### src/logic/sef_pkg.sv
package sef_pkg;

  // sampling clock and power-up settling time
  localparam int CLK_MHZ = 100;
  localparam int T_INIT_US = 100;
  localparam int INIT_CYCLES = T_INIT_US * CLK_MHZ;

  // instruction codes
  localparam logic [7:0] OP_SET_LATCH = 8'h06;
  localparam logic [7:0] OP_CLR_LATCH = 8'h04;
  localparam logic [7:0] OP_STATUS_RD = 8'h05;
  localparam logic [7:0] OP_STATUS_WR = 8'h01;
  localparam logic [7:0] OP_ARRAY_RD = 8'h03;
  localparam logic [7:0] OP_ARRAY_WR = 8'h02;
  localparam logic [7:0] OP_IDPAGE_RD = 8'h83;
  localparam logic [7:0] OP_IDPAGE_WR = 8'h82;
  localparam logic [7:0] OP_SERIAL_RD = 8'h81;

  // status word layout
  localparam int ST_GUARD_BIT = 7;
  localparam int ST_BLOCK_HI = 3;
  localparam int ST_BLOCK_LO = 2;
  localparam int ST_LATCH_BIT = 1;
  localparam int ST_BUSY_BIT = 0;
  localparam logic [2:0] ST_RESERVED_VAL = 3'h0;
  localparam logic ST_LATCH_RESET = 1'h0;

  // bit counting within a byte
  localparam logic [2:0] BIT_FIRST = 3'h0;
  localparam logic [2:0] BIT_LAST = 3'h7;

  // block-guard protected region start addresses
  localparam logic [1:0] GUARD_NONE = 2'h0;
  localparam logic [1:0] GUARD_QUARTER = 2'h1;
  localparam logic [1:0] GUARD_HALF = 2'h2;
  localparam logic [15:0] BASE_QUARTER = 16'hC000;
  localparam logic [15:0] BASE_HALF = 16'h8000;
  localparam logic [15:0] BASE_WHOLE = 16'h0000;

  // receive buffer shape
  localparam int FIFO_WIDTH = 16;
  localparam int FIFO_DEPTH = 8;

  typedef enum logic [4:0] {
    ST_STANDBY = 5'h01,
    ST_OPCODE = 5'h02,
    ST_STATUS = 5'h04,
    ST_DATA = 5'h08,
    ST_WAIT = 5'h10
  } sef_state_e;

  // non-volatile protection bits held outside this block
  typedef struct packed {
    logic guard;
    logic [1:0] block;
  } sef_nv_s;

  // one received byte with the instruction it belongs to
  typedef struct packed {
    logic [7:0] opcode;
    logic [7:0] data;
  } sef_rec_s;

  typedef struct packed {
    logic [1:0] cs_sy;
    logic [1:0] sck_sy;
    logic [1:0] sdi_sy;
    logic [1:0] hold_sy;
    logic [1:0] bor_sy;
    logic sck_d;
    logic cs_d;
    logic paused;
    sef_state_e st;
    logic [2:0] bit_cnt;
    logic [7:0] in_sh;
    logic [7:0] opcode;
    logic latch;
    logic drv;
    logic [2:0] out_cnt;
    logic [6:0] out_sh;
    logic sdo;
    logic oe;
    logic standby;
    logic overrun;
    logic [7:0] status;
    logic prot_on;
    logic [15:0] prot_base;
    logic [23:0] init_cnt;
    logic init_done;
  } sef_core_s;

endpackage

### src/logic/sef_front.sv
`timescale 1ns/1ns
// How it works
// Modes 0 and 3 both work: only sampled clock edges matter.
// Inputs taken on rising clock edges, outputs changed on falling edges.
// Bytes travel MSB first both ways; the instruction is the first byte.
// A command starts on chip select falling; first rising edge takes bit 7.
// Output starts on the first falling edge after the instruction byte.
// Standby while deselected and no write cycle runs; active when selected.
// Reset clears state; commands are ignored until the settling time ends.
// Brown-out input resets state, latch and settling like power-up; the receive buffer keeps its words.
// Pause only stops the serial side; write cycles keep running.
// Pause starts when hold is low during clock low, else at next low.
// While paused output is off and clock and data are ignored.
// Pause ends when hold is high during clock low, else at next low.
// Deselecting while paused, or any time, abandons the command.
// Unknown opcodes send the block to a wait state until deselected.
// Decode 06h set latch, 04h clear latch, 05h status read.
// Decode 01h status write, 03h array read, 02h array write.
// Decode 83h id read, 82h id write, 81h serial number read.
// Status: guard bit 7, zeros 6:4, block guard 3:2, latch 1, busy 0.
// Block guard selects none, upper quarter, upper half or whole array.
// Busy mirrors the write cycle; latch reads 0 after power-up.
// Status read repeats the status byte until chip select rises.
// Status reads are accepted even while a write cycle runs.
// Only 06h sets the latch; then the block waits for deselect.
// Latch clears at reset, on 04h, and when a write completes.
// Output is off while chip select is high.
// Opcode decoded on the eighth rising edge; redecode needs a new select.

////////////////////////////////////////////////////////////////////////////////
module sef_fifo #(
  parameter int WIDTH = 16,
  parameter int DEPTH = 8
) (
  // clock and reset
  input wire logic clk,
  input wire logic rst,
  // filling side
  input wire logic in_valid,
  output logic in_ready,
  input wire logic [WIDTH-1:0] in_data,
  // draining side
  output logic out_valid,
  input wire logic out_ready,
  output logic [WIDTH-1:0] out_data
);
  localparam int AW = $clog2(DEPTH);
  typedef struct packed {
    logic [AW-1:0] wr;
    logic [AW-1:0] rd;
    logic [AW:0] cnt;
  } fifo_s;
  fifo_s f_reg;
  fifo_s f_next;
  logic [WIDTH-1:0] mem [DEPTH];
  logic push;
  logic pop;

  // full and empty come straight from the word count
  assign in_ready = f_reg.cnt != (AW+1)'(DEPTH);
  assign out_valid = f_reg.cnt != '0;
  assign out_data = mem[f_reg.rd];
  assign push = in_valid & in_ready;
  assign pop = out_valid & out_ready;

  // pointer and count update
  always_comb begin
    f_next = f_reg;
    if (push) begin
      f_next.wr = (f_reg.wr == AW'(DEPTH - 1)) ? '0 : f_reg.wr + 1'b1;
    end
    if (pop) begin
      f_next.rd = (f_reg.rd == AW'(DEPTH - 1)) ? '0 : f_reg.rd + 1'b1;
    end
    f_next.cnt = f_reg.cnt + (AW+1)'(push) - (AW+1)'(pop);
  end

  always_ff @(posedge clk or posedge rst) begin
    if (rst) begin
      f_reg <= '0;
    end else begin
      f_reg <= f_next;
    end
  end

  // storage has no reset; words are only read once written
  always_ff @(posedge clk) begin
    if (push) begin
      mem[f_reg.wr] <= in_data;
    end
  end
endmodule

////////////////////////////////////////////////////////////////////////////////
module sef_front
  import sef_pkg::*;
#(
  parameter int INIT_WAIT = INIT_CYCLES
) (
  // clock and power-on reset
  input wire logic MCLK,
  input wire logic RST,
  // serial pins
  input wire logic CS_N,
  input wire logic SCK,
  input wire logic SDI,
  input wire logic HOLD_N,
  output logic SDO,
  output logic SDO_OE,
  // supply monitor
  input wire logic BROWNOUT,
  // write-cycle engine and stored bits
  input wire logic WRITE_BUSY,
  input wire logic WRITE_DONE,
  input wire sef_nv_s NV_BITS,
  // state seen by the rest of the device
  output logic [7:0] STATUS_OUT,
  output logic STANDBY,
  output logic PAUSED,
  output logic WAITING,
  output logic PROT_ON,
  output logic [15:0] PROT_BASE,
  output logic OVERRUN,
  // received command bytes
  output logic CMD_VALID,
  input wire logic CMD_READY,
  output sef_rec_s CMD_DATA
);
  localparam logic [23:0] INIT_LAST = 24'(INIT_WAIT - 1);
  sef_core_s c_reg;
  sef_core_s c_next;
  logic cs_n;
  logic sck;
  logic rise;
  logic fall;
  logic cs_fall;
  logic [7:0] byte_in;
  logic [7:0] stat_word;
  logic set_cmd;
  logic clr_cmd;
  logic bad_cmd;
  logic push;
  logic fifo_ready;
  sef_rec_s rec;

  // status word assembled from live inputs and the latch
  function automatic logic [7:0] status_of(sef_nv_s nv, logic latch,
                                            logic busy);
    logic [7:0] w;
    w = '0;
    w[ST_GUARD_BIT] = nv.guard;
    w[6:4] = ST_RESERVED_VAL;
    w[ST_BLOCK_HI:ST_BLOCK_LO] = nv.block;
    w[ST_LATCH_BIT] = latch;
    w[ST_BUSY_BIT] = busy;
    return w;
  endfunction
  function automatic logic known_op(logic [7:0] op);
    return op == OP_STATUS_WR || op == OP_ARRAY_RD
        || op == OP_ARRAY_WR || op == OP_IDPAGE_RD
        || op == OP_IDPAGE_WR || op == OP_SERIAL_RD;
  endfunction
  // synchronised pins and edges, edges ignored while paused
  assign cs_n = c_reg.cs_sy[1];
  assign sck = c_reg.sck_sy[1];
  assign rise = sck & ~c_reg.sck_d & ~c_reg.paused;
  assign fall = ~sck & c_reg.sck_d & ~c_reg.paused;
  assign cs_fall = ~cs_n & c_reg.cs_d;
  assign byte_in = {c_reg.in_sh[6:0], c_reg.sdi_sy[1]};
  assign stat_word = status_of(NV_BITS, c_reg.latch, WRITE_BUSY);

  // opcode events on the eighth rising edge
  assign set_cmd = rise && c_reg.st == ST_OPCODE && c_reg.bit_cnt == BIT_LAST
                   && byte_in == OP_SET_LATCH;
  assign clr_cmd = rise && c_reg.st == ST_OPCODE && c_reg.bit_cnt == BIT_LAST
                   && byte_in == OP_CLR_LATCH;
  assign bad_cmd = rise && c_reg.st == ST_OPCODE && c_reg.bit_cnt == BIT_LAST
                   && !known_op(byte_in) && byte_in != OP_SET_LATCH
                   && byte_in != OP_CLR_LATCH && byte_in != OP_STATUS_RD;

  // main next-state logic
  always_comb begin
    c_next = c_reg;
    push = 1'b0;
    rec = '{opcode: c_reg.opcode, data: byte_in};
    c_next.cs_sy = {c_reg.cs_sy[0], CS_N};
    c_next.sck_sy = {c_reg.sck_sy[0], SCK};
    c_next.sdi_sy = {c_reg.sdi_sy[0], SDI};
    c_next.hold_sy = {c_reg.hold_sy[0], HOLD_N};
    c_next.bor_sy = {c_reg.bor_sy[0], BROWNOUT};
    c_next.sck_d = sck;
    c_next.cs_d = cs_n;
    // settling time after reset before commands are honoured
    if (!c_reg.init_done) begin
      if (c_reg.init_cnt == INIT_LAST) begin
        c_next.init_done = 1'b1;
      end else begin
        c_next.init_cnt = c_reg.init_cnt + 24'h1;
      end
    end
    // hold only changes state while the clock is low
    if (cs_n) begin
      c_next.paused = 1'b0;
    end else if (!sck) begin
      c_next.paused = ~c_reg.hold_sy[1];
    end
    if (cs_n) begin
      c_next.st = ST_STANDBY;
      c_next.bit_cnt = BIT_FIRST;
      c_next.drv = 1'b0;
    end else begin
      case (c_reg.st)
        ST_STANDBY: begin
          if (cs_fall) begin
            c_next.st = c_reg.init_done ? ST_OPCODE : ST_WAIT;
            c_next.bit_cnt = BIT_FIRST;
          end
        end
        ST_OPCODE: begin
          if (rise) begin
            c_next.in_sh = byte_in;
            c_next.bit_cnt = c_reg.bit_cnt + 3'h1;
            if (c_reg.bit_cnt == BIT_LAST) begin
              c_next.opcode = byte_in;
              if (byte_in == OP_STATUS_RD) begin
                c_next.st = ST_STATUS;
              end else if (known_op(byte_in)) begin
                c_next.st = ST_DATA;
              end else begin
                c_next.st = ST_WAIT;
              end
            end
          end
        end
        ST_STATUS: begin
          // the status byte reloads every eighth falling edge
          if (fall) begin
            c_next.drv = 1'b1;
            if (c_reg.out_cnt == BIT_FIRST) begin
              c_next.sdo = stat_word[7];
              c_next.out_sh = stat_word[6:0];
              c_next.out_cnt = BIT_LAST;
            end else begin
              c_next.sdo = c_reg.out_sh[6];
              c_next.out_sh = {c_reg.out_sh[5:0], 1'b0};
              c_next.out_cnt = c_reg.out_cnt - 3'h1;
            end
          end
        end
        ST_DATA: begin
          // a byte that finds the buffer full is lost and flagged
          if (rise) begin
            c_next.in_sh = byte_in;
            c_next.bit_cnt = c_reg.bit_cnt + 3'h1;
            if (c_reg.bit_cnt == BIT_LAST) begin
              push = 1'b1;
              if (!fifo_ready) begin
                c_next.overrun = 1'b1;
              end
            end
          end
        end
        ST_WAIT: c_next.st = ST_WAIT;
        default: c_next.st = ST_STANDBY;
      endcase
    end
    if (c_next.st != ST_STATUS) begin
      c_next.out_cnt = BIT_FIRST;
    end
    // set wins over a write completion in the same cycle
    c_next.latch = set_cmd
                   | (c_reg.latch & ~clr_cmd & ~WRITE_DONE);
    // brown-out restarts settling and clears state, latch and overrun
    if (c_reg.bor_sy[1]) begin
      c_next.st = ST_STANDBY;
      c_next.latch = ST_LATCH_RESET;
      c_next.drv = 1'b0;
      c_next.init_done = 1'b0;
      c_next.init_cnt = '0;
      c_next.overrun = 1'b0;
      push = 1'b0;
    end
    c_next.oe = c_next.drv & ~c_next.paused & ~cs_n;
    c_next.standby = cs_n & ~WRITE_BUSY;
    c_next.status = status_of(NV_BITS, c_next.latch, WRITE_BUSY);
    c_next.prot_on = NV_BITS.block != GUARD_NONE;
    if (NV_BITS.block == GUARD_QUARTER) begin
      c_next.prot_base = BASE_QUARTER;
    end else if (NV_BITS.block == GUARD_HALF) begin
      c_next.prot_base = BASE_HALF;
    end else begin
      c_next.prot_base = BASE_WHOLE;
    end
  end

  // select and hold idle high so reset values match a deselected bus
  always_ff @(posedge MCLK or posedge RST) begin
    if (RST) begin
      c_reg <= '{cs_sy: 2'h3, sck_sy: 2'h0, sdi_sy: 2'h0, hold_sy: 2'h3,
                 bor_sy: 2'h0, sck_d: 1'b0, cs_d: 1'b1, st: ST_STANDBY,
                 latch: ST_LATCH_RESET, standby: 1'b1, default: '0};
    end else begin
      c_reg <= c_next;
    end
  end

  // receive buffer toward the array and status write paths
  sef_fifo #(.WIDTH(FIFO_WIDTH), .DEPTH(FIFO_DEPTH)) u_fifo (
    .clk(MCLK),
    .rst(RST),
    .in_valid(push),
    .in_ready(fifo_ready),
    .in_data(rec),
    .out_valid(CMD_VALID),
    .out_ready(CMD_READY),
    .out_data(CMD_DATA)
  );

  // outputs from flops
  assign SDO = c_reg.sdo;
  assign SDO_OE = c_reg.oe;
  assign STATUS_OUT = c_reg.status;
  assign STANDBY = c_reg.standby;
  assign PAUSED = c_reg.paused;
  assign WAITING = c_reg.st == ST_WAIT;
  assign PROT_ON = c_reg.prot_on;
  assign PROT_BASE = c_reg.prot_base;
  assign OVERRUN = c_reg.overrun;
endmodule

### config.mk
export PLATFORM = sky130hd
export DESIGN_NAME = sef_front
export DESIGN_NICKNAME = d
export VERILOG_FILES = /design/src/logic/sef_pkg.sv /design/src/logic/sef_front.sv
export SDC_FILE = /design/constraint.sdc
export NUM_CORES = 1
export LEC_CHECK = 0
export ABC_CLOCK_PERIOD_IN_PS = 8150
export BUFFER_PORTS_ARGS = -buffer_cell sky130_fd_sc_hd__buf_2
export CAP_MARGIN = 25
export CORE_AREA = 8 8 226 120
export CTS_CLUSTER_DIAMETER = 50
export DETAILED_ROUTE_END_ITERATION = 6
export DIE_AREA = 0 0 234 128
export PLACE_DENSITY_LB_ADDON = 0.1
export SYNTH_ARGS = -nofsm -noshare
export SYNTH_HDL_FRONTEND = slang
export SYNTH_SLANG_ARGS = --single-unit
### constraint.sdc
create_clock -name MCLK -period 8.15 [get_ports MCLK]
set_input_delay 1.63 -clock MCLK [delete_from_list [all_inputs] [get_ports MCLK]]
set_output_delay 1.63 -clock MCLK [all_outputs]
set_load 0.02 [all_outputs]
After elaboration in Yosys (flattened, before gate mapping)

Memory sizes are Yosys's and may differ from the RTL's.
Index checks and enable logic that the tools add are counted.

Input port bits: 13
Bits in registers: 109
Output and inout port bits: 48
Bits in writable memories: 128
Memories kept: 1

Memories:

| memory     | depth | width | read ports | clocked after memory_dff | write ports | line            | text |
|---|---|---|---|---|---|---|---|
| u_fifo.mem | 8     | 16    | 1          | 0                        | 1           | sef_front.sv:55 | `logic [WIDTH-1:0] mem [DEPTH];` |

Reduce and logical (&&, ||, !) cells: 27
Bitwise gates (word level): 22
Equality and inequality tests: 32
Add/sub/neg operators: 7
Muxes and demuxes: 43

Operators with widths:

| operator              | count |
|---|---|
| $mux 25               | 2 |
| $mux 24               | 2 |
| $mux 11               | 3 |
| $mux 16               | 2 |
| $mux 5                | 5 |
| $add 24x1->24 const B | 1 |
| $eq 24x14->1 const B  | 1 |
| $eq 8x3->1 const B    | 3 |
| $eq 8x8->1 const B    | 3 |
| $mux 12               | 2 |
| $mux 8                | 3 |
| $pmux 5 s4            | 1 |
| $mux 1                | 17 |
| $eq 8x2->1 const B    | 2 |
| $pmux 7 s2            | 1 |
| $reduce_bool 2->1     | 7 |
| $and 1x1->1           | 12 |
| $reduce_and 4->1      | 3 |
| $ne 2x2->1 const B    | 5 |
| $add 3x1->3 const B   | 3 |
| $eq 3x3->1 const B    | 3 |
| $mux 3                | 3 |
| $ne 3x3->1 const B    | 3 |
| $not 1->1             | 9 |
| other kinds (25)      | 35 |

Longest topological paths before layout

Depth after elaboration: 15
Gate-level depth with buffers: 11
Depth with buffers taken out: 11

Modules after synthesis

A second synthesis with hierarchy kept.

Cells, all modules: 633
Area, all modules: 9566.7 um2

By module, submodules not included:

| module    | instances | seq. area each (um2) | area an instance (um2) | cells each |
|---|---|---|---|---|
| sef_fifo  | 1         | 4093.9               | 5560.3                 | 245 |
| sef_front | 1         | 2110.8               | 4006.3                 | 388 |

Least setup slack after synthesis

OpenSTA, ideal clock, no wires.

Kind: flip-flop to flip-flop
From: register c_reg[82] (netlist name)
To: memory u_fifo.mem[2][0], enable pin
Setup slack: 4.539 ns
Cell stages (with the launch flop): 8
Data arrival time: 3.180 ns
Buffers on the path: 1
Period minus slack after synthesis: 3.611 ns
Setup time: 0.431 ns
Cell sequence: dfrtp_1 > ha_1 > ha_1 > and4bb_2 > nand3_1 > nor4_2 > buf_2 > nor4bb_1

Longest elaborated chain between the ends: 9

Ends and longest elaborated chain:

| element                      | line             | text |
|---|---|---|
| start: declaration           | sef_front.sv:130 | `sef_core_s c_reg;` |
| start signal: assignment     | sef_front.sv:299 | `c_reg <= '{cs_sy: 2'h3, sck_sy: 2'h0, sdi_sy: 2'h0, hold_sy: 2'h3,` |
| start signal: assignment     | sef_front.sv:303 | `c_reg <= c_next;` |
| $eq 3x3->1                   | sef_front.sv:255 | `if (c_reg.bit_cnt == BIT_LAST) begin` |
| $mux 1                       | sef_front.sv:255 |  |
| $mux 1                       | sef_front.sv:252 | `if (rise) begin` |
| $mux 1                       | sef_front.sv:212 | `case (c_reg.st)` |
| $mux 1                       | sef_front.sv:207 | `if (cs_n) begin` |
| $mux 1                       | sef_front.sv:274 | `if (c_reg.bor_sy[1]) begin` |
| $and 1x1->1                  | sef_front.sv:63  | `assign push = in_valid & in_ready;` |
| via u_fifo.push              | sef_front.sv:56  | `logic push;` |
| $mux 1                       | sef_front.sv:88  | `if (push) begin` |
| $mux 1 (implied by the code) | sef_front.sv:89  | `mem[f_reg.wr] <= in_data;` |
| end: declaration             | sef_front.sv:55  |  |

The timed path passes the listed nets, and every way through them passes these cells.

==> run metrics <==
status finished, final reports clean; R2R depth 7; nets 690; Synth Instances 616; Final min period 4.316 ns; synth unique cells 67; Hold Vio Cnt, Final 0; root buf cell clkbuf_16; R2R Setup Slk 4.90 ns; dpl ws 4.272 ns; synthesized area 9375 sq um; height of the die 128 microns; H-tree levels 1; area grow syn2layout 14.29%; Starting Density 38.64%; Worst-Margin Slew 1.026 ns; area fraction in compound gates after synthesis 4.457%; clock-pin slew on the worst setup and hold paths 0.06 ns; Post-Synth Simple-Gate Area 8.955%; RSZ-0062 raised after global routing false; hold_buf cts 0; flops & latches, synth 222; dpl hpwl 12.75 mm; Setup TNS 0 ns; Synth Area in Adders 2.482%; CP Data Required Time 6.52 ns; layout cells sized above 1 25.93%; die area 29950 sq um; PortBufs 43; Largest register FFs 128; EDFF count, synth 128; Reg2Reg Launch Point c_reg[82]$_DFFE_PP0P_; Worst slew margin 31.00%; DRT iter0 DRCs 397; skew final 0.009725 ns; RD Place Congestion 0.7370; Finished Core Util 44.16%; CP max FO 20; Synth Warn # 0; mux cell area share after synthesis 12.56%; CP top delay family multiplexers; pwr/cell area 241.1 nW/um^2; post-route setup slack 3.835 ns; Min Hold Slack 0.3500 ns; initial antenna violation count 0; Pleak 0.003700 uW; main combinational cell family by area after synthesis multiplexers; area share of xor/xnor cells in the synthesized design 1.028%; worst path cell trace buf_4, mux4_2, mux2_2, buf_2; Startpoint Class flip-flop; CTS tree yes; global-route wire length before repair 31.08 mm; Die X 234 microns; crit path launch u_fifo.f_reg[4]$_DFFE_PP0P_; maximum vdd drop 0.1013 mV; Slowest-stage cell, CP dfrtp_2; antenna cells 0; register area share after synthesis 66.18%; Max Clock Freq 231.7 MHz; final setup vio count 0; CTS Sinks 222; Crit path buffers/inverters 2; RR Endpoint u_fifo.mem[4][6]$_DFFE_PP_; Avg Cell Area, Syn 15.22 sq um; Post-synth ARST share 42.34%; gr ovfl total 0; clock latency on the worst-skew pair 0.50 ns; Setup Fix Bufs, Post-CTS 0; CTS Buf Count 22; Bufs on Longest Clock Path 3; Worst Hold Class reg2reg; largest net degree at the start of global routing 61; core area 24260 sq um; CP peak stage delay 0.70 ns; # rows 41; IO Pins 61; Post-synth top flop edfxtp_1; Final Max Slew Viols 0; Resized cells post-CTS 0; Global Route Usage Sum 13.27%; hold path endpoint c_next[92]$_DFF_PP0_; vias per std cell 5.164; Pre-antenna DRT Iters 4; via count 5149; antenna-violating nets left 0; Synth top area share 41.00%; Critical Path AT 2.69 ns; CP Class reg2out; Avg WL per Cell 19.62 microns; main area contributors after synthesis edfxtp_1 (41%), dfrtp_1 (23%), mux4_2 (7.7%); Max-Cap Viols 0; Worst Hold Launch c_next[100]$_DFF_PP0_; Crit. End Element primary output; Post-Route WL 19.56 mm; Period Utilization, post-route 52.95%; vias in the first global route 5339; hold path cells 0; DRC Markers 0; area leader, netlist edfxtp_1
==> layout by cell type, fill, tap and decap left out, types with 3 or more instances in the layout <==
cell type | netlist | layout
edfxtp_1 | 128 | 128
dfrtp_1 | 87 | 85
buf_2 | 9 | 43
mux2_2 | 35 | 35
mux4_2 | 32 | 32
nor2_1 | 27 | 27
inv_1 | 27 | 26
nand2_1 | 24 | 24
clkbuf_16 | 0 | 23
a21oi_1 | 22 | 22
o21ai_0 | 22 | 22
ha_1 | 17 | 17
conb_1 | 1 | 17
nor3_1 | 14 | 14
or3_1 | 13 | 13
nand3_1 | 9 | 9
xnor2_1 | 9 | 9
nor2b_1 | 8 | 8
dfstp_2 | 7 | 7
nand4_1 | 7 | 7
nand2b_1 | 6 | 6
buf_16 | 0 | 6
and4b_1 | 5 | 5
nor4_1 | 5 | 5
buf_4 | 24 | 5
or4_1 | 4 | 4
mux2i_1 | 4 | 4
and4_1 | 4 | 4
clkbuf_1 | 14 | 4
nor4b_1 | 3 | 3
a2111oi_0 | 3 | 3
clkinv_2 | 0 | 3
clkinvlp_4 | 0 | 3
==> how the worst max path moves through the flow <==
| stage | end | cells after the start | slack [ns] |
|---|---|---|---|
| after floorplan | OVERRUN$_DFFE_PP0P_ | 1 | 4.08 |
| after global placement | CMD_DATA[12] | 4 | 4.31 |
| after detailed placement | CMD_DATA[3] | 4 | 4.27 |
| after CTS | CMD_DATA[7] | 4 | 3.74 |
| after global routing | CMD_DATA[7] | 4 | 3.64 |
| final | CMD_DATA[3] | 4 | 3.83 |
==> stage by stage <==
stage / total power [uW] / instances / instance area [sq um]
floorplan: 1522 / 632 / 9435
global placement: 1579 / 951 / 9824
detailed placement: 1593 / 957 / 9990
CTS: 2621 / 997 / 10720
global route: 2695 / 997 / 10720
finish: 2584 / 997 / 10720
==> metal layers <==
layer | vias up | wire [microns] | GRT usage [%]
li1 | 2365 | - | -
met1 | 2663 | 9890 | 20.05
met2 | 94 | 8439 | 19.55
met3 | 27 | 916 | 2.541
met4 | 0 | 316 | 2.762
met5 | - | 0 | 0
==> logic make-up after synthesis <==
logic type | count (synthesis)
AOI/OAI and AO/OA | 68
xor gates and xnor gates | 11
adders and majority gates | 18
buffers and inverters | 78
DFF | 222
muxes | 73
other | 1
and+or+nand+nor | 145
==> cells in the mapped netlist (all sizes together), types with 8 or more instances <==
cell type	count
nor3	14
clkbuf	15
nand4	8
ha	17
edfxtp	128
buf	36
nand2	24
or3	13
nand3	10
mux4	32
dfrtp	87
nor2	27
mux2	37
inv	27
o21ai	23
a21oi	22
nor2b	8
xnor2	9
==> layout make-up <==
type	count	area, sq um
flip-flops and latches	222	6207
inverters	27	103.9
clock buffers	28	604.3
well taps	322	402.9
clock inverters	12	121.4
fillers	2138	13550
repair buffers	54	417.9
multi-input cells	332	2858
==> report_power, final <==
| group | switching, uW | internal (uW) | leakage [uW] |
|---|---|---|---|
| sequential | 94.8 | 1210 | 0.00211 |
| combinational | 116 | 140 | 0.00124 |
| clock | 433 | 592 | 0.000345 |
| total | 644 | 1940 | 0.00370 |
No activity file was read; power rests on OpenSTA's default activity.
